--- src/rtl/exec_pkg.sv ---
// Shared constants, operation codes and carrier types of the execution block.
package exec_pkg;

  // Widths of the core datapath.
  localparam int unsigned DATA_W = 8;
  localparam int unsigned PC_W = 16;
  localparam int unsigned PTR_W = 16;
  localparam int unsigned OFFSET_W = 7;
  localparam int unsigned DISP_W = 6;

  // Bit positions inside the flag register, and its reset value.
  localparam int unsigned FLAG_C = 0;
  localparam int unsigned FLAG_Z = 1;
  localparam int unsigned FLAG_N = 2;
  localparam int unsigned FLAG_V = 3;
  localparam int unsigned FLAG_S = 4;
  localparam int unsigned FLAG_H = 5;
  localparam int unsigned FLAG_T = 6;
  localparam int unsigned FLAG_I = 7;
  localparam logic [7:0] FLAGS_RESET = 8'h00;

  // Program counter and pointer steps.
  localparam logic [15:0] PC_BRANCH_STEP = 16'h0001;
  localparam logic [15:0] PC_SKIP_ONE = 16'h0002;
  localparam logic [15:0] PC_SKIP_TWO = 16'h0003;
  localparam logic [15:0] PTR_STEP = 16'h0001;

  // Extra clocks spent after the accepting clock.
  localparam logic [1:0] EXTRA_TAKEN = 2'h1;
  localparam logic [1:0] EXTRA_SKIP_ONE = 2'h1;
  localparam logic [1:0] EXTRA_SKIP_TWO = 2'h2;

  // Register port map.
  localparam logic [3:0] REG_FLAGS = 4'h0;
  localparam logic [3:0] REG_TARGET_LO = 4'h1;
  localparam logic [3:0] REG_TARGET_HI = 4'h2;
  localparam logic [3:0] REG_EXEC_CNT = 4'h3;
  localparam logic [7:0] REG_UNMAPPED = 8'h00;

  typedef enum logic [4:0] {
    OP_NONE = 5'h00,
    OP_CMP_BORROW = 5'h01,
    OP_CMP_CONST = 5'h02,
    OP_SKIP_REG_LOW = 5'h03,
    OP_SKIP_REG_HIGH = 5'h04,
    OP_SKIP_IO_LOW = 5'h05,
    OP_SKIP_IO_HIGH = 5'h06,
    OP_BR_FLAG_HIGH = 5'h07,
    OP_BR_FLAG_LOW = 5'h08,
    OP_BR_EQUAL = 5'h09,
    OP_BR_UNEQUAL = 5'h0a,
    OP_BR_CARRY_HIGH = 5'h0b,
    OP_BR_CARRY_LOW = 5'h0c,
    OP_BR_SAME_OR_HIGHER = 5'h0d,
    OP_BR_LOWER_UNSIGNED = 5'h0e,
    OP_BR_NEGATIVE = 5'h0f,
    OP_BR_POSITIVE = 5'h10,
    OP_BR_SIGNED_GE = 5'h11,
    OP_BR_SIGNED_LT = 5'h12,
    OP_BR_HALF_CARRY_HIGH = 5'h13,
    OP_BR_HALF_CARRY_LOW = 5'h14,
    OP_BR_TRANSFER_BIT_HIGH = 5'h15,
    OP_BR_TRANSFER_BIT_LOW = 5'h16,
    OP_BR_OVERFLOW_HIGH = 5'h17,
    OP_BR_IRQ_ON = 5'h18,
    OP_BR_IRQ_OFF = 5'h19,
    OP_LOAD = 5'h1a
  } op_t;

  typedef enum logic [1:0] {
    LD_PLAIN = 2'b00,
    LD_POST_INC = 2'b01,
    LD_PRE_DEC = 2'b10,
    LD_DISP = 2'b11
  } ld_mode_t;

  typedef struct packed {
    op_t op;
    logic [7:0] rd_val;
    logic [7:0] opb;
    logic [7:0] io_val;
    logic [2:0] bit_sel;
    logic [6:0] offset;
    logic [15:0] pc;
    logic next_two_word;
    logic [15:0] ptr_val;
    logic [1:0] ptr_sel;
    ld_mode_t ld_mode;
    logic [5:0] disp;
    logic [4:0] dst_idx;
  } exec_req_t;

  typedef struct packed {
    logic done;
    logic pc_load;
    logic [15:0] pc_target;
    logic rd_we;
    logic [4:0] rd_idx;
    logic [7:0] rd_data;
    logic ptr_we;
    logic [1:0] ptr_sel;
    logic [15:0] ptr_data;
  } exec_rsp_t;

endpackage : exec_pkg

--- src/rtl/cmp_flag_unit.sv ---
// Subtract-and-compare flag generator for the compare operations.
`timescale 1ns/1ps
`default_nettype none

module cmp_flag_unit (
  // Operands
  input wire logic [7:0] a_i,
  input wire logic [7:0] b_i,
  input wire logic borrow_i,
  // Zero chaining
  input wire logic chain_zero_i,
  input wire logic zero_old_i,
  // Flags
  output logic carry_o,
  output logic zero_o,
  output logic neg_o,
  output logic ovf_o,
  output logic half_o
);

  logic [7:0] diff;

  assign diff = a_i - b_i - {7'h00, borrow_i};

  assign half_o = (~a_i[3] & b_i[3]) | (b_i[3] & diff[3]) |
                  (diff[3] & ~a_i[3]);
  assign carry_o = (~a_i[7] & b_i[7]) | (b_i[7] & diff[7]) |
                   (diff[7] & ~a_i[7]);
  assign ovf_o = (a_i[7] & ~b_i[7] & ~diff[7]) |
                 (~a_i[7] & b_i[7] & diff[7]);
  assign neg_o = diff[7];
  // A borrow compare only keeps zero set when the earlier byte was zero too.
  assign zero_o = (diff == 8'h00) & (~chain_zero_i | zero_old_i);

endmodule : cmp_flag_unit

`default_nettype wire

--- src/rtl/cpu_branch_skip_load_exec.sv ---
// Execution unit for compares, skips, flag branches and indirect loads.
//
// Local design decisions: the address map and the address-and-strobe port.
`timescale 1ns/1ps
`default_nettype none

// Function
// - Compares subtract constant, or register plus carry; update Z,N,V,C,H.
// - Register bit skip advances PC by 2 or 3 on match, flags untouched.
// - I/O bit skip advances PC by 2 or 3 on match, flags untouched.
// - Flag-select branch loads PC plus offset plus one on matching bit.
// - Branches on the Z, C and N flags, each set or clear.
// - Signed branches test negative xor overflow, zero or one.
// - Half-carry branches test the half-carry flag high or low.
// - Transfer-bit branches test the transfer flag high or low.
// - Overflow branch is taken when the overflow flag is one.
// - Interrupt branches test the global interrupt enable flag.
// - Post-increment load reads at pointer, then steps it, two clocks.
// - Pre-decrement load decrements pointer first, then reads, two clocks.
// - Load reads pointer plus displacement, pointer kept, two clocks.
module cpu_branch_skip_load_exec (
  // Clock and reset
  input wire logic sys_clk_i,
  input wire logic rst_i,
  // Request from decode
  input wire logic req_valid_i,
  input wire exec_pkg::exec_req_t req_i,
  output logic busy_o,
  // Results to the register file and program counter
  output exec_pkg::exec_rsp_t rsp_o,
  output logic [7:0] flags_o,
  // Data memory read port
  output logic dm_rd_o,
  output logic [15:0] dm_addr_o,
  input wire logic [7:0] dm_rdata_i,
  // Register port
  input wire logic [3:0] reg_addr_i,
  input wire logic [7:0] reg_wdata_i,
  input wire logic reg_we_i,
  input wire logic reg_re_i,
  output logic [7:0] reg_rdata_o
);

  typedef enum logic [1:0] {
    ST_IDLE = 2'b00,
    ST_HOLD = 2'b01,
    ST_LOAD = 2'b10
  } state_t;

  state_t state_q;
  logic busy_q;
  logic [1:0] wait_q;
  logic [7:0] flags_q;
  exec_pkg::exec_rsp_t rsp_q;
  logic [15:0] pend_target_q;
  logic [4:0] pend_idx_q;
  logic [1:0] pend_ptr_sel_q;
  logic [15:0] pend_ptr_q;
  logic pend_ptr_we_q;
  logic dm_rd_q;
  logic [15:0] dm_addr_q;
  logic [15:0] last_target_q;
  logic [7:0] exec_cnt_q;
  logic [7:0] reg_rdata_q;

  logic accept;
  logic is_cmp;
  logic is_skip;
  logic is_branch;
  logic is_load;
  logic cond;
  logic sel_flag;
  logic reg_bit;
  logic io_bit;
  logic [15:0] br_target;
  logic [15:0] skip_target;
  logic [15:0] ld_addr;
  logic [15:0] ptr_next;
  logic ptr_changes;
  logic cf_c;
  logic cf_z;
  logic cf_n;
  logic cf_v;
  logic cf_h;

  assign accept = req_valid_i & ~busy_q;

  assign is_cmp = (req_i.op == exec_pkg::OP_CMP_BORROW) |
                  (req_i.op == exec_pkg::OP_CMP_CONST);
  assign is_skip = (req_i.op == exec_pkg::OP_SKIP_REG_LOW) |
                   (req_i.op == exec_pkg::OP_SKIP_REG_HIGH) |
                   (req_i.op == exec_pkg::OP_SKIP_IO_LOW) |
                   (req_i.op == exec_pkg::OP_SKIP_IO_HIGH);
  assign is_load = (req_i.op == exec_pkg::OP_LOAD);
  assign is_branch = (req_i.op >= exec_pkg::OP_BR_FLAG_HIGH) &
                     (req_i.op <= exec_pkg::OP_BR_IRQ_OFF);

  assign sel_flag = flags_q[req_i.bit_sel];
  assign reg_bit = req_i.rd_val[req_i.bit_sel];
  assign io_bit = req_i.io_val[req_i.bit_sel];

  // The compare borrows the stored carry only for the register form.
  cmp_flag_unit cmp_flag_unit_inst (
    .a_i(req_i.rd_val),
    .b_i(req_i.opb),
    .borrow_i((req_i.op == exec_pkg::OP_CMP_BORROW) &
              flags_q[exec_pkg::FLAG_C]),
    .chain_zero_i(req_i.op == exec_pkg::OP_CMP_BORROW),
    .zero_old_i(flags_q[exec_pkg::FLAG_Z]),
    .carry_o(cf_c),
    .zero_o(cf_z),
    .neg_o(cf_n),
    .ovf_o(cf_v),
    .half_o(cf_h)
  );

  // Condition of every skip and branch: skips test the request bit, branches the stored flags.
  always_comb begin
    cond = 1'b0;
    unique case (req_i.op)
      exec_pkg::OP_SKIP_REG_LOW: cond = ~reg_bit;
      exec_pkg::OP_SKIP_REG_HIGH: cond = reg_bit;
      exec_pkg::OP_SKIP_IO_LOW: cond = ~io_bit;
      exec_pkg::OP_SKIP_IO_HIGH: cond = io_bit;
      exec_pkg::OP_BR_FLAG_HIGH: cond = sel_flag;
      exec_pkg::OP_BR_FLAG_LOW: cond = ~sel_flag;
      exec_pkg::OP_BR_EQUAL: cond = flags_q[exec_pkg::FLAG_Z];
      exec_pkg::OP_BR_UNEQUAL: cond = ~flags_q[exec_pkg::FLAG_Z];
      exec_pkg::OP_BR_CARRY_HIGH: cond = flags_q[exec_pkg::FLAG_C];
      exec_pkg::OP_BR_CARRY_LOW: cond = ~flags_q[exec_pkg::FLAG_C];
      exec_pkg::OP_BR_SAME_OR_HIGHER: begin
        cond = ~flags_q[exec_pkg::FLAG_C];
      end
      exec_pkg::OP_BR_LOWER_UNSIGNED: begin
        cond = flags_q[exec_pkg::FLAG_C];
      end
      exec_pkg::OP_BR_NEGATIVE: cond = flags_q[exec_pkg::FLAG_N];
      exec_pkg::OP_BR_POSITIVE: cond = ~flags_q[exec_pkg::FLAG_N];
      exec_pkg::OP_BR_SIGNED_GE: begin
        cond = ~(flags_q[exec_pkg::FLAG_N] ^ flags_q[exec_pkg::FLAG_V]);
      end
      exec_pkg::OP_BR_SIGNED_LT: begin
        cond = flags_q[exec_pkg::FLAG_N] ^ flags_q[exec_pkg::FLAG_V];
      end
      exec_pkg::OP_BR_HALF_CARRY_HIGH: begin
        cond = flags_q[exec_pkg::FLAG_H];
      end
      exec_pkg::OP_BR_HALF_CARRY_LOW: begin
        cond = ~flags_q[exec_pkg::FLAG_H];
      end
      exec_pkg::OP_BR_TRANSFER_BIT_HIGH: begin
        cond = flags_q[exec_pkg::FLAG_T];
      end
      exec_pkg::OP_BR_TRANSFER_BIT_LOW: begin
        cond = ~flags_q[exec_pkg::FLAG_T];
      end
      exec_pkg::OP_BR_OVERFLOW_HIGH: begin
        cond = flags_q[exec_pkg::FLAG_V];
      end
      exec_pkg::OP_BR_IRQ_ON: cond = flags_q[exec_pkg::FLAG_I];
      exec_pkg::OP_BR_IRQ_OFF: cond = ~flags_q[exec_pkg::FLAG_I];
      default: cond = 1'b0;
    endcase
  end

  // The signed offset counts from the word after the branch.
  assign br_target = req_i.pc + {{9{req_i.offset[6]}}, req_i.offset} +
                     exec_pkg::PC_BRANCH_STEP;
  assign skip_target = req_i.pc + (req_i.next_two_word ?
                       exec_pkg::PC_SKIP_TWO : exec_pkg::PC_SKIP_ONE);

  // Address and pointer write-back for each load form.
  always_comb begin
    ld_addr = req_i.ptr_val;
    ptr_next = req_i.ptr_val;
    ptr_changes = 1'b0;
    unique case (req_i.ld_mode)
      exec_pkg::LD_PLAIN: begin
        ld_addr = req_i.ptr_val;
      end
      exec_pkg::LD_POST_INC: begin
        ld_addr = req_i.ptr_val;
        ptr_next = req_i.ptr_val + exec_pkg::PTR_STEP;
        ptr_changes = 1'b1;
      end
      exec_pkg::LD_PRE_DEC: begin
        ptr_next = req_i.ptr_val - exec_pkg::PTR_STEP;
        ld_addr = ptr_next;
        ptr_changes = 1'b1;
      end
      exec_pkg::LD_DISP: begin
        ld_addr = req_i.ptr_val + {10'h000, req_i.disp};
      end
    endcase
  end

  // Sequencer: holds the block busy for the extra clocks of an operation.
  always_ff @(posedge sys_clk_i) begin
    if (rst_i) begin
      state_q <= ST_IDLE;
      busy_q <= 1'b0;
      wait_q <= 2'h0;
    end else begin
      unique case (state_q)
        ST_IDLE: begin
          if (accept && is_load) begin
            state_q <= ST_LOAD;
            busy_q <= 1'b1;
          end else if (accept && is_branch && cond) begin
            state_q <= ST_HOLD;
            busy_q <= 1'b1;
            wait_q <= exec_pkg::EXTRA_TAKEN - 2'h1;
          end else if (accept && is_skip && cond) begin
            state_q <= ST_HOLD;
            busy_q <= 1'b1;
            wait_q <= (req_i.next_two_word ? exec_pkg::EXTRA_SKIP_TWO :
                       exec_pkg::EXTRA_SKIP_ONE) - 2'h1;
          end
        end
        ST_HOLD: begin
          if (wait_q == 2'h0) begin
            state_q <= ST_IDLE;
            busy_q <= 1'b0;
          end else begin
            wait_q <= wait_q - 2'h1;
          end
        end
        ST_LOAD: begin
          state_q <= ST_IDLE;
          busy_q <= 1'b0;
        end
        default: begin
          state_q <= ST_IDLE;
          busy_q <= 1'b0;
        end
      endcase
    end
  end

  // Values kept for the final clock of a multi-clock operation.
  always_ff @(posedge sys_clk_i) begin
    if (rst_i) begin
      pend_target_q <= 16'h0000;
      pend_idx_q <= 5'h00;
      pend_ptr_sel_q <= 2'h0;
      pend_ptr_q <= 16'h0000;
      pend_ptr_we_q <= 1'b0;
    end else if (accept) begin
      pend_target_q <= is_skip ? skip_target : br_target;
      pend_idx_q <= req_i.dst_idx;
      pend_ptr_sel_q <= req_i.ptr_sel;
      pend_ptr_q <= ptr_next;
      pend_ptr_we_q <= ptr_changes;
    end
  end

  // Data memory read is issued in the clock after the accepting clock.
  always_ff @(posedge sys_clk_i) begin
    if (rst_i) begin
      dm_rd_q <= 1'b0;
      dm_addr_q <= 16'h0000;
    end else begin
      dm_rd_q <= accept & is_load;
      if (accept && is_load) begin
        dm_addr_q <= ld_addr;
      end
    end
  end

  // Completion strobes and write-back data.
  always_ff @(posedge sys_clk_i) begin
    if (rst_i) begin
      rsp_q <= '0;
    end else begin
      rsp_q.done <= 1'b0;
      rsp_q.pc_load <= 1'b0;
      rsp_q.rd_we <= 1'b0;
      rsp_q.ptr_we <= 1'b0;
      unique case (state_q)
        ST_IDLE: begin
          if (accept && !is_load && !((is_branch || is_skip) && cond)) begin
            rsp_q.done <= 1'b1;
          end
        end
        ST_HOLD: begin
          if (wait_q == 2'h0) begin
            rsp_q.done <= 1'b1;
            rsp_q.pc_load <= 1'b1;
            rsp_q.pc_target <= pend_target_q;
          end
        end
        ST_LOAD: begin
          rsp_q.done <= 1'b1;
          rsp_q.rd_we <= 1'b1;
          rsp_q.rd_idx <= pend_idx_q;
          rsp_q.rd_data <= dm_rdata_i;
          rsp_q.ptr_we <= pend_ptr_we_q;
          rsp_q.ptr_sel <= pend_ptr_sel_q;
          rsp_q.ptr_data <= pend_ptr_q;
        end
        default: begin
          rsp_q.done <= 1'b0;
        end
      endcase
    end
  end

  // Flag register: a compare wins over a port write in the same clock.
  always_ff @(posedge sys_clk_i) begin
    if (rst_i) begin
      flags_q <= exec_pkg::FLAGS_RESET;
    end else if (accept && is_cmp) begin
      flags_q[exec_pkg::FLAG_C] <= cf_c;
      flags_q[exec_pkg::FLAG_Z] <= cf_z;
      flags_q[exec_pkg::FLAG_N] <= cf_n;
      flags_q[exec_pkg::FLAG_V] <= cf_v;
      flags_q[exec_pkg::FLAG_H] <= cf_h;
    end else if (reg_we_i && reg_addr_i == exec_pkg::REG_FLAGS) begin
      flags_q <= reg_wdata_i;
    end
  end

  // Trace of the last redirect and a count of completed operations.
  always_ff @(posedge sys_clk_i) begin
    if (rst_i) begin
      last_target_q <= 16'h0000;
      exec_cnt_q <= 8'h00;
    end else begin
      if (state_q == ST_HOLD && wait_q == 2'h0) begin
        last_target_q <= pend_target_q;
      end
      if (reg_we_i && reg_addr_i == exec_pkg::REG_EXEC_CNT) begin
        exec_cnt_q <= 8'h00;
      end else if (rsp_q.done) begin
        exec_cnt_q <= exec_cnt_q + 8'h01;
      end
    end
  end

  // Read data stand for one clock after the read strobe.
  always_ff @(posedge sys_clk_i) begin
    if (rst_i) begin
      reg_rdata_q <= 8'h00;
    end else if (reg_re_i) begin
      unique case (reg_addr_i)
        exec_pkg::REG_FLAGS: reg_rdata_q <= flags_q;
        exec_pkg::REG_TARGET_LO: reg_rdata_q <= last_target_q[7:0];
        exec_pkg::REG_TARGET_HI: reg_rdata_q <= last_target_q[15:8];
        exec_pkg::REG_EXEC_CNT: reg_rdata_q <= exec_cnt_q;
        default: reg_rdata_q <= exec_pkg::REG_UNMAPPED;
      endcase
    end else begin
      reg_rdata_q <= 8'h00;
    end
  end

  assign busy_o = busy_q;
  assign rsp_o = rsp_q;
  assign flags_o = flags_q;
  assign dm_rd_o = dm_rd_q;
  assign dm_addr_o = dm_addr_q;
  assign reg_rdata_o = reg_rdata_q;

endmodule : cpu_branch_skip_load_exec

`default_nettype wire

--- config.mk ---
export PLATFORM = sky130hd
export DESIGN_NAME = cpu_branch_skip_load_exec
export DESIGN_NICKNAME = d
export VERILOG_FILES = /design/src/rtl/exec_pkg.sv /design/src/rtl/cmp_flag_unit.sv /design/src/rtl/cpu_branch_skip_load_exec.sv
export SDC_FILE = /design/constraint.sdc
export NUM_CORES = 1
export LEC_CHECK = 0
export ABC_CLOCK_PERIOD_IN_PS = 4700
export BUFFER_PORTS_ARGS = -buffer_cell sky130_fd_sc_hd__buf_2
export CAP_MARGIN = 20
export CELL_PAD_IN_SITES_DETAIL_PLACEMENT = 1
export CELL_PAD_IN_SITES_GLOBAL_PLACEMENT = 2
export CORE_ASPECT_RATIO = 0.6
export CORE_MARGIN = 2
export CORE_UTILIZATION = 31
export DETAILED_ROUTE_END_ITERATION = 8
export PLACE_DENSITY_LB_ADDON = 0.1
export SLEW_MARGIN = 25
export SYNTH_ARGS = -nofsm -noshare
export SYNTH_HDL_FRONTEND = slang
export SYNTH_SLANG_ARGS = --single-unit
--- constraint.sdc ---
create_clock -name sys_clk_i -period 4.7 [get_ports sys_clk_i]
set_input_delay 0.705 -clock sys_clk_i [delete_from_list [all_inputs] [get_ports sys_clk_i]]
set_output_delay 0.705 -clock sys_clk_i [all_outputs]
set_load 0.01 [all_outputs]
=== Word level (Yosys, flattened, before mapping) ===
Cells that the tools add are included.

* Register bits after elaboration: 153
* Input port bits: 112
* Output and inout port bits: 85
* Word-level logic and storage cells: 192

* Add/sub/neg operators: 11
* $lt $le $gt $ge: 3
* Equality and inequality tests: 39
* Multiplexer cells: 36
* Bitwise logic cells: 45
* Reduce and logical (&&, ||, !) cells: 34

{| class="wikitable"
|+ Operators with widths
! operator !! count
|-
| 5-bit equality test, second input constant || 11
|-
| 16-bit one-hot mux with 3 select lines || 1
|-
| 5-bit by 4-bit equality test with 1-bit output, second input constant || 8
|-
| 33-bit two-way mux || 1
|-
| 16-bit by 1-bit adder with 16-bit output, second input constant || 2
|-
| 16-bit one-hot mux with 2 select lines || 1
|-
| 8-bit one-hot mux with 4 select lines || 1
|-
| 1-bit one-hot mux with 21 select lines || 1
|-
| 5-bit by 3-bit equality test with 1-bit output, second input constant || 4
|-
| 1-bit NOT || 20
|-
| 18-bit two-way mux || 1
|-
| 2-bit two-way mux || 9
|-
| 16-bit adder || 1
|-
| 16-bit by 2-bit adder with 16-bit output || 1
|-
| 16-bit by 6-bit adder with 16-bit output || 1
|-
| 16-bit two-way mux || 1
|-
| 2-bit OR reduction || 8
|-
| 16-bit by 1-bit subtractor with 16-bit output, second input constant || 1
|-
| 1-bit bitwise AND || 14
|-
| 1-bit logical AND || 12
|-
| 1-bit two-way mux || 11
|-
| 5-bit by 2-bit equality test with 1-bit output, second input constant || 2
|-
| 1-bit bitwise OR || 10
|-
| 1-bit binary-select mux with 3-bit select || 3
|-
| 29 further kinds || 43
|}

=== Longest topological paths before layout ===
* Word-level depth: 10
* Depth in mapped cells: 15
* Gate-level depth less buffers: 13

=== Hierarchy ===
From an unflattened synthesis, not the netlist that was laid out.

* Cell total of the unflattened synthesis: 1130
* Area, all modules: 8664.6 µm²

{| class="wikitable"
|+ Modules (own cells, without submodules)
! module !! instances !! cells each !! area an instance (µm²) !! sequential area each (µm²)
|-
| cpu_branch_skip_load_exec || 1 || 1055 || 8104.0 || 2742.6
|-
| cmp_flag_unit || 1 || 75 || 560.5 || 0.0
|}

=== Worst setup path after synthesis ===
OpenSTA, ideal clock, no wires.

* Kind: input port to flip-flop
* Start point: input port req_i[82] in the netlist's numbering
* End point: register flags_q[3], in the netlist flags_o[3]
* Library setup time: 0.115 ns
* Arrival time: 3.477 ns
* Required time: 4.585 ns
* Slack: 1.108 ns
* Stages: 13
* Buffers on the path: 2
* Path through: clkbuf_1 > clkbuf_1 > nand4_1 > fa_1 > ha_1 > nand2_1 > a21boi_0 > o21a_1 > o21a_1 > o21a_1 > o21a_1 > or4_1 > and3_1

* Cells in the longest elaborated chain, start to end: 7
* Elaborated cells on any way between the ends: 12
* Classes of those cells: 1 x add/sub; 2 x eq/ne; 1 x mux; 6 x bitwise; 2 x reduce/logical

{| class="wikitable"
|+ RTL lines
! element !! line !! RTL
|-
| start: declaration || cpu_branch_skip_load_exec.sv:27 || <nowiki>input wire exec_pkg::exec_req_t req_i,</nowiki>
|-
| 5-bit by 1-bit equality test with 1-bit output || cpu_branch_skip_load_exec.sv:88, cpu_branch_skip_load_exec.sv:106 ||
|-
| 1-bit bitwise AND || cpu_branch_skip_load_exec.sv:106 || <nowiki>.borrow_i((req_i.op == exec_pkg::OP_CMP_BORROW) &</nowiki>
|-
| 8-bit by 1-bit subtractor with 8-bit output || cmp_flag_unit.sv:23 || <nowiki>assign diff = a_i - b_i - {7'h00, borrow_i};</nowiki>
|-
| 1-bit NOT || cmp_flag_unit.sv:29 || <nowiki>assign ovf_o = (a_i[7] & ~b_i[7] & ~diff[7]) |</nowiki>
|-
| 1-bit bitwise AND || cmp_flag_unit.sv:29 ||
|-
| 1-bit bitwise OR || cmp_flag_unit.sv:29 ||
|-
| 4-bit two-way mux || cpu_branch_skip_load_exec.sv:312 || <nowiki>end else if (accept && is_cmp) begin</nowiki>
|-
| end signal: assignment || cpu_branch_skip_load_exec.sv:311 || <nowiki>flags_q <= exec_pkg::FLAGS_RESET;</nowiki>
|-
| end signal: indexed assignment || cpu_branch_skip_load_exec.sv:314 || <nowiki>flags_q[exec_pkg::FLAG_Z] <= cf_z;</nowiki>
|-
| end signal: indexed assignment || cpu_branch_skip_load_exec.sv:315 || <nowiki>flags_q[exec_pkg::FLAG_N] <= cf_n;</nowiki>
|-
| end: declaration || cpu_branch_skip_load_exec.sv:53 || <nowiki>logic [7:0] flags_q;</nowiki>
|}

Parallel ways exist; a longest one is shown, timed or not.
A chain may end at the register's enable or synchronous reset.

=== Worst setup path in the final report ===
* Start point: input port req_i[85] in the netlist's numbering
* End point: register flags_q[3], in the netlist flags_o[3]

The elaborated chain is that of the path after synthesis.

==> impl_metrics.json <==
{
  "required_ps": 5030,
  "max-slew-margin-rel_pct": 30.5,
  "die_x_microns": 219,
  "gp_congestion": 0.838,
  "r2r_end": "flags_o[3]",
  "numCtsBuffers": 17,
  "ys_seq_area_share_pct": 31.8,
  "instances_no_fill": 1624,
  "io_pins": 197,
  "synthTopCellsByArea": "dfxtp_1 32%, nand2_1 7.1%, ha_1 6.4%, a21oi_1 5.7%, nor2_1 4.3%",
  "htreeDepth": 4,
  "vias_per_cell": 5.23,
  "grt_pass1_vias": 8264,
  "power_density_mw_per_mm2": 302,
  "critPathSlowestCell": "fa_1",
  "status": "finished clean",
  "cp_common_cell": "o21a_1",
  "r2r_slack_ps": 1390,
  "crit_type": "in -> reg",
  "synth_area_sq_mm": 0.00864,
  "reg2reg_depth": 11,
  "cp-start-kind": "input pin",
  "die_area_sq_mm": 0.0293,
  "fmax_mhz": 278,
  "min_from": "pend_ptr_q[4]",
  "yosys.area.top_type_share_pct": 31.8,
  "cts_tree": "done",
  "place_area_sq_mm": 0.00990,
  "synth.distinct_cells": 68,
  "drive_gt1_share_pct": 22.2,
  "report.final.slew_viol_count": 0,
  "critical_path.max_stage_delay_ps": 490,
  "peakVddDrop_mv": 0.149,
  "clk_latency_ps": 440,
  "placed_cells": 1592,
  "synth_cells": 1093,
  "final_hold_viol_count": 0,
  "filler_cell_count": 3369,
  "synthArstFlopShare_pct": 0,
  "clk_pin_slew_ps": 60,
  "cts.root.buffer_cell": "clkbuf_16",
  "setup_tns_ps": 0,
  "grt_max_degree": 78,
  "design_area_sq_mm": 0.0105,
  "worstPathCellList": "buf_2, nor2_1, nand4_1, fa_1, ha_1, nor2b_1, a21boi_0, o21a_1, o21a_1, o21a_1, o21a_1, or4_1, and3_1",
  "synthFlopType": "dfxtp_1",
  "fp.dieH_microns": 133,
  "detailed_place_hpwl_microns": 23100,
  "cts.sinks": 137,
  "cts_setup_buffers": 0,
  "grtUsageTotal_pct": 21.2,
  "dr.pass1.iters": 5,
  "totalWireLength_microns": 30400,
  "synthToLayoutAreaGrowth_pct": 21.1,
  "crit_buf_inv": 1,
  "hp-class": "reg -> reg",
  "start_util_pct": 31.4,
  "path_delay_family": "simple AND/OR/NAND/NOR gates",
  "post_drt_wl_per_cell_microns": 18.7,
  "end_kind": "register",
  "drv_cap": 0,
  "clock_path_buffers": 2,
  "synth.avg_cell_area_sq_um": 7.90,
  "synth.largest_area_cell": "dfxtp_1",
  "utilization_pct": 38.1,
  "rows": 47,
  "antenna_left": 0,
  "vias": 8488,
  "whs_path_depth": 2,
  "cp.arrival_ps": 3930,
  "antenna_found_initial": 0,
  "yosys_warnings": 0,
  "finalCriticalPeriod_ps": 3600,
  "setup_viol": 0,
  "core_sq_mm": 0.0275,
  "worstMarginPinSlew_ps": 1040,
  "n_antenna_cell": 0,
  "power_leakage_nw": 4.36,
  "hold_end": "rsp_o[4]",
  "r2r-start": "flags_o[0]",
  "first_iter_violations": 456,
  "grt_pass1_wl_microns": 48000,
  "cts_resized": 0,
  "total_power_mw": 3.15,
  "portBuffers": 196,
  "crit_fanout": 9,
  "skew_ps": 7.02,
  "synth_nets": 1253,
  "drc": 0,
  "overflow": 0,
  "fin_crit_sh_pct": 76.5,
  "synth_edf_count": 0,
  "ys_seq_elements": 137,
  "rsz0062_at_grt": "no",
  "nets": 1404,
  "cts_hold_buf": 0
}
-- routing by layer --
| metal | GRT usage, % | vias to the layer above | routed length (microns) |
|---|---|---|---|
| met2 | 28.3 | 152 | 11800 |
| met5 | 0 | - | 0 |
| li1 | - | 4198 | - |
| met3 | 3.74 | 15 | 1240 |
| met1 | 34.3 | 4123 | 17200 |
| met4 | 4.17 | 0 | 224 |
-- cells in the mapped netlist, types with 9 or more instances --
master,n
nor3_1,37
a21o_1,12
inv_1,44
mux2i_1,16
dfxtp_1,137
xor2_1,34
nand3_1,27
nor4_1,11
xnor2_1,25
nor2b_1,19
clkbuf_1,64
mux4_2,14
a311oi_1,10
a221oi_1,21
nand4_1,9
o21ai_0,39
a21oi_1,98
ha_1,44
and3_1,10
nor2_1,99
o21a_1,9
a31oi_1,9
a211oi_1,27
nand2_1,164
-- cell families (layout without fill, tap and decap cells) --
group	Yosys count	in the layout	synth area share, %
AND/OR/NAND/NOR	424	424	23.1
XOR/XNOR	59	59	5.98
AO/OA/AOI/OAI	271	271	20.3
buffers and inverters	119	283	5.36
flip-flops	137	137	31.8
multiplexers	35	35	6.20
adder cells (fa/ha/maj)	48	48	7.30
-- flip-flops by register name, indices dropped and copies added, names as in the netlist --
signal          count
rsp_o              51
dm_addr_o          16
pend_ptr_q         16
pend_target_q      16
exec_cnt_q          8
flags_o             8
reg_rdata_o         8
pend_idx_q          5
pend_ptr_sel_q      2
state_q             2
wait_q              2
busy_o              1
dm_rd_o             1
pend_ptr_we_q       1
-- layout by cell type, fill, tap and decap left out, types with 6 or more instances in the layout --
master / instances
a211oi_1: 27
a21o_1: 12
a21oi_1: 98
a221oi_1: 21
a311oi_1: 10
a31oi_1: 9
and3_1: 10
buf_2: 195
buf_4: 11
clkbuf_16: 17
clkinvlp_4: 6
dfxtp_1: 137
ha_1: 44
inv_1: 44
mux2i_1: 16
mux4_2: 14
nand2_1: 164
nand2b_1: 7
nand3_1: 27
nand3b_1: 6
nand4_1: 9
nor2_1: 97
nor2b_1: 17
nor3_1: 37
nor4_1: 10
o211ai_1: 7
o21a_1: 9
o21ai_0: 39
o21bai_1: 8
o31ai_1: 8
xnor2_1: 25
xor2_1: 34
-- metrics by stage --
step                      hold slack [ps]  worst slack [ps]
final                                 452              1100
after global placement                441               797
after CTS                             452              1170
after detailed placement              442               697
after global routing                  468               898
after floorplan                       429              1110
-- where the power goes --
group / internal (mW) / switching, mW / total, mW
combinational: 0.243 / 0.368 / 0.611
clock: 0.727 / 0.570 / 1.30
sequential: 1.21 / 0.0373 / 1.25
-- worst reg2reg max path: stages, from the launching register on --
cell and delay, ps:
dfxtp_1 560, nand4_1 300, fa_1 490, ha_1 200
nor2b_1 170, a21boi_0 120, o21a_1 180, o21a_1 160
o21a_1 180, o21a_1 220, or4_1 460, and3_1 170
-- worst max path at each step --
stage                     startpoint          to  slack, ps  cells past startpoint
after CTS                  req_i[85]  flags_o[3]       1170                     13
final                      req_i[85]  flags_o[3]       1100                     13
after floorplan            req_i[82]  flags_o[3]       1110                     13
after global routing       req_i[85]  flags_o[1]        900                     13
after global placement     req_i[85]  flags_o[3]        800                     13
after detailed placement   req_i[85]  flags_o[3]        700                     13
-- area by class of cell --
type	instances	area (sq um)	share of cell area [%]
inverter	44	165	1.58
tap	367	459	4.39
sequential	137	2740	26.2
timing repair buffer	207	1080	10.3
clock buffer	18	429	4.11
multi-input combinational	837	5450	52.2
clock inverter	14	125	1.20
Power figures use the tool's default switching activity.
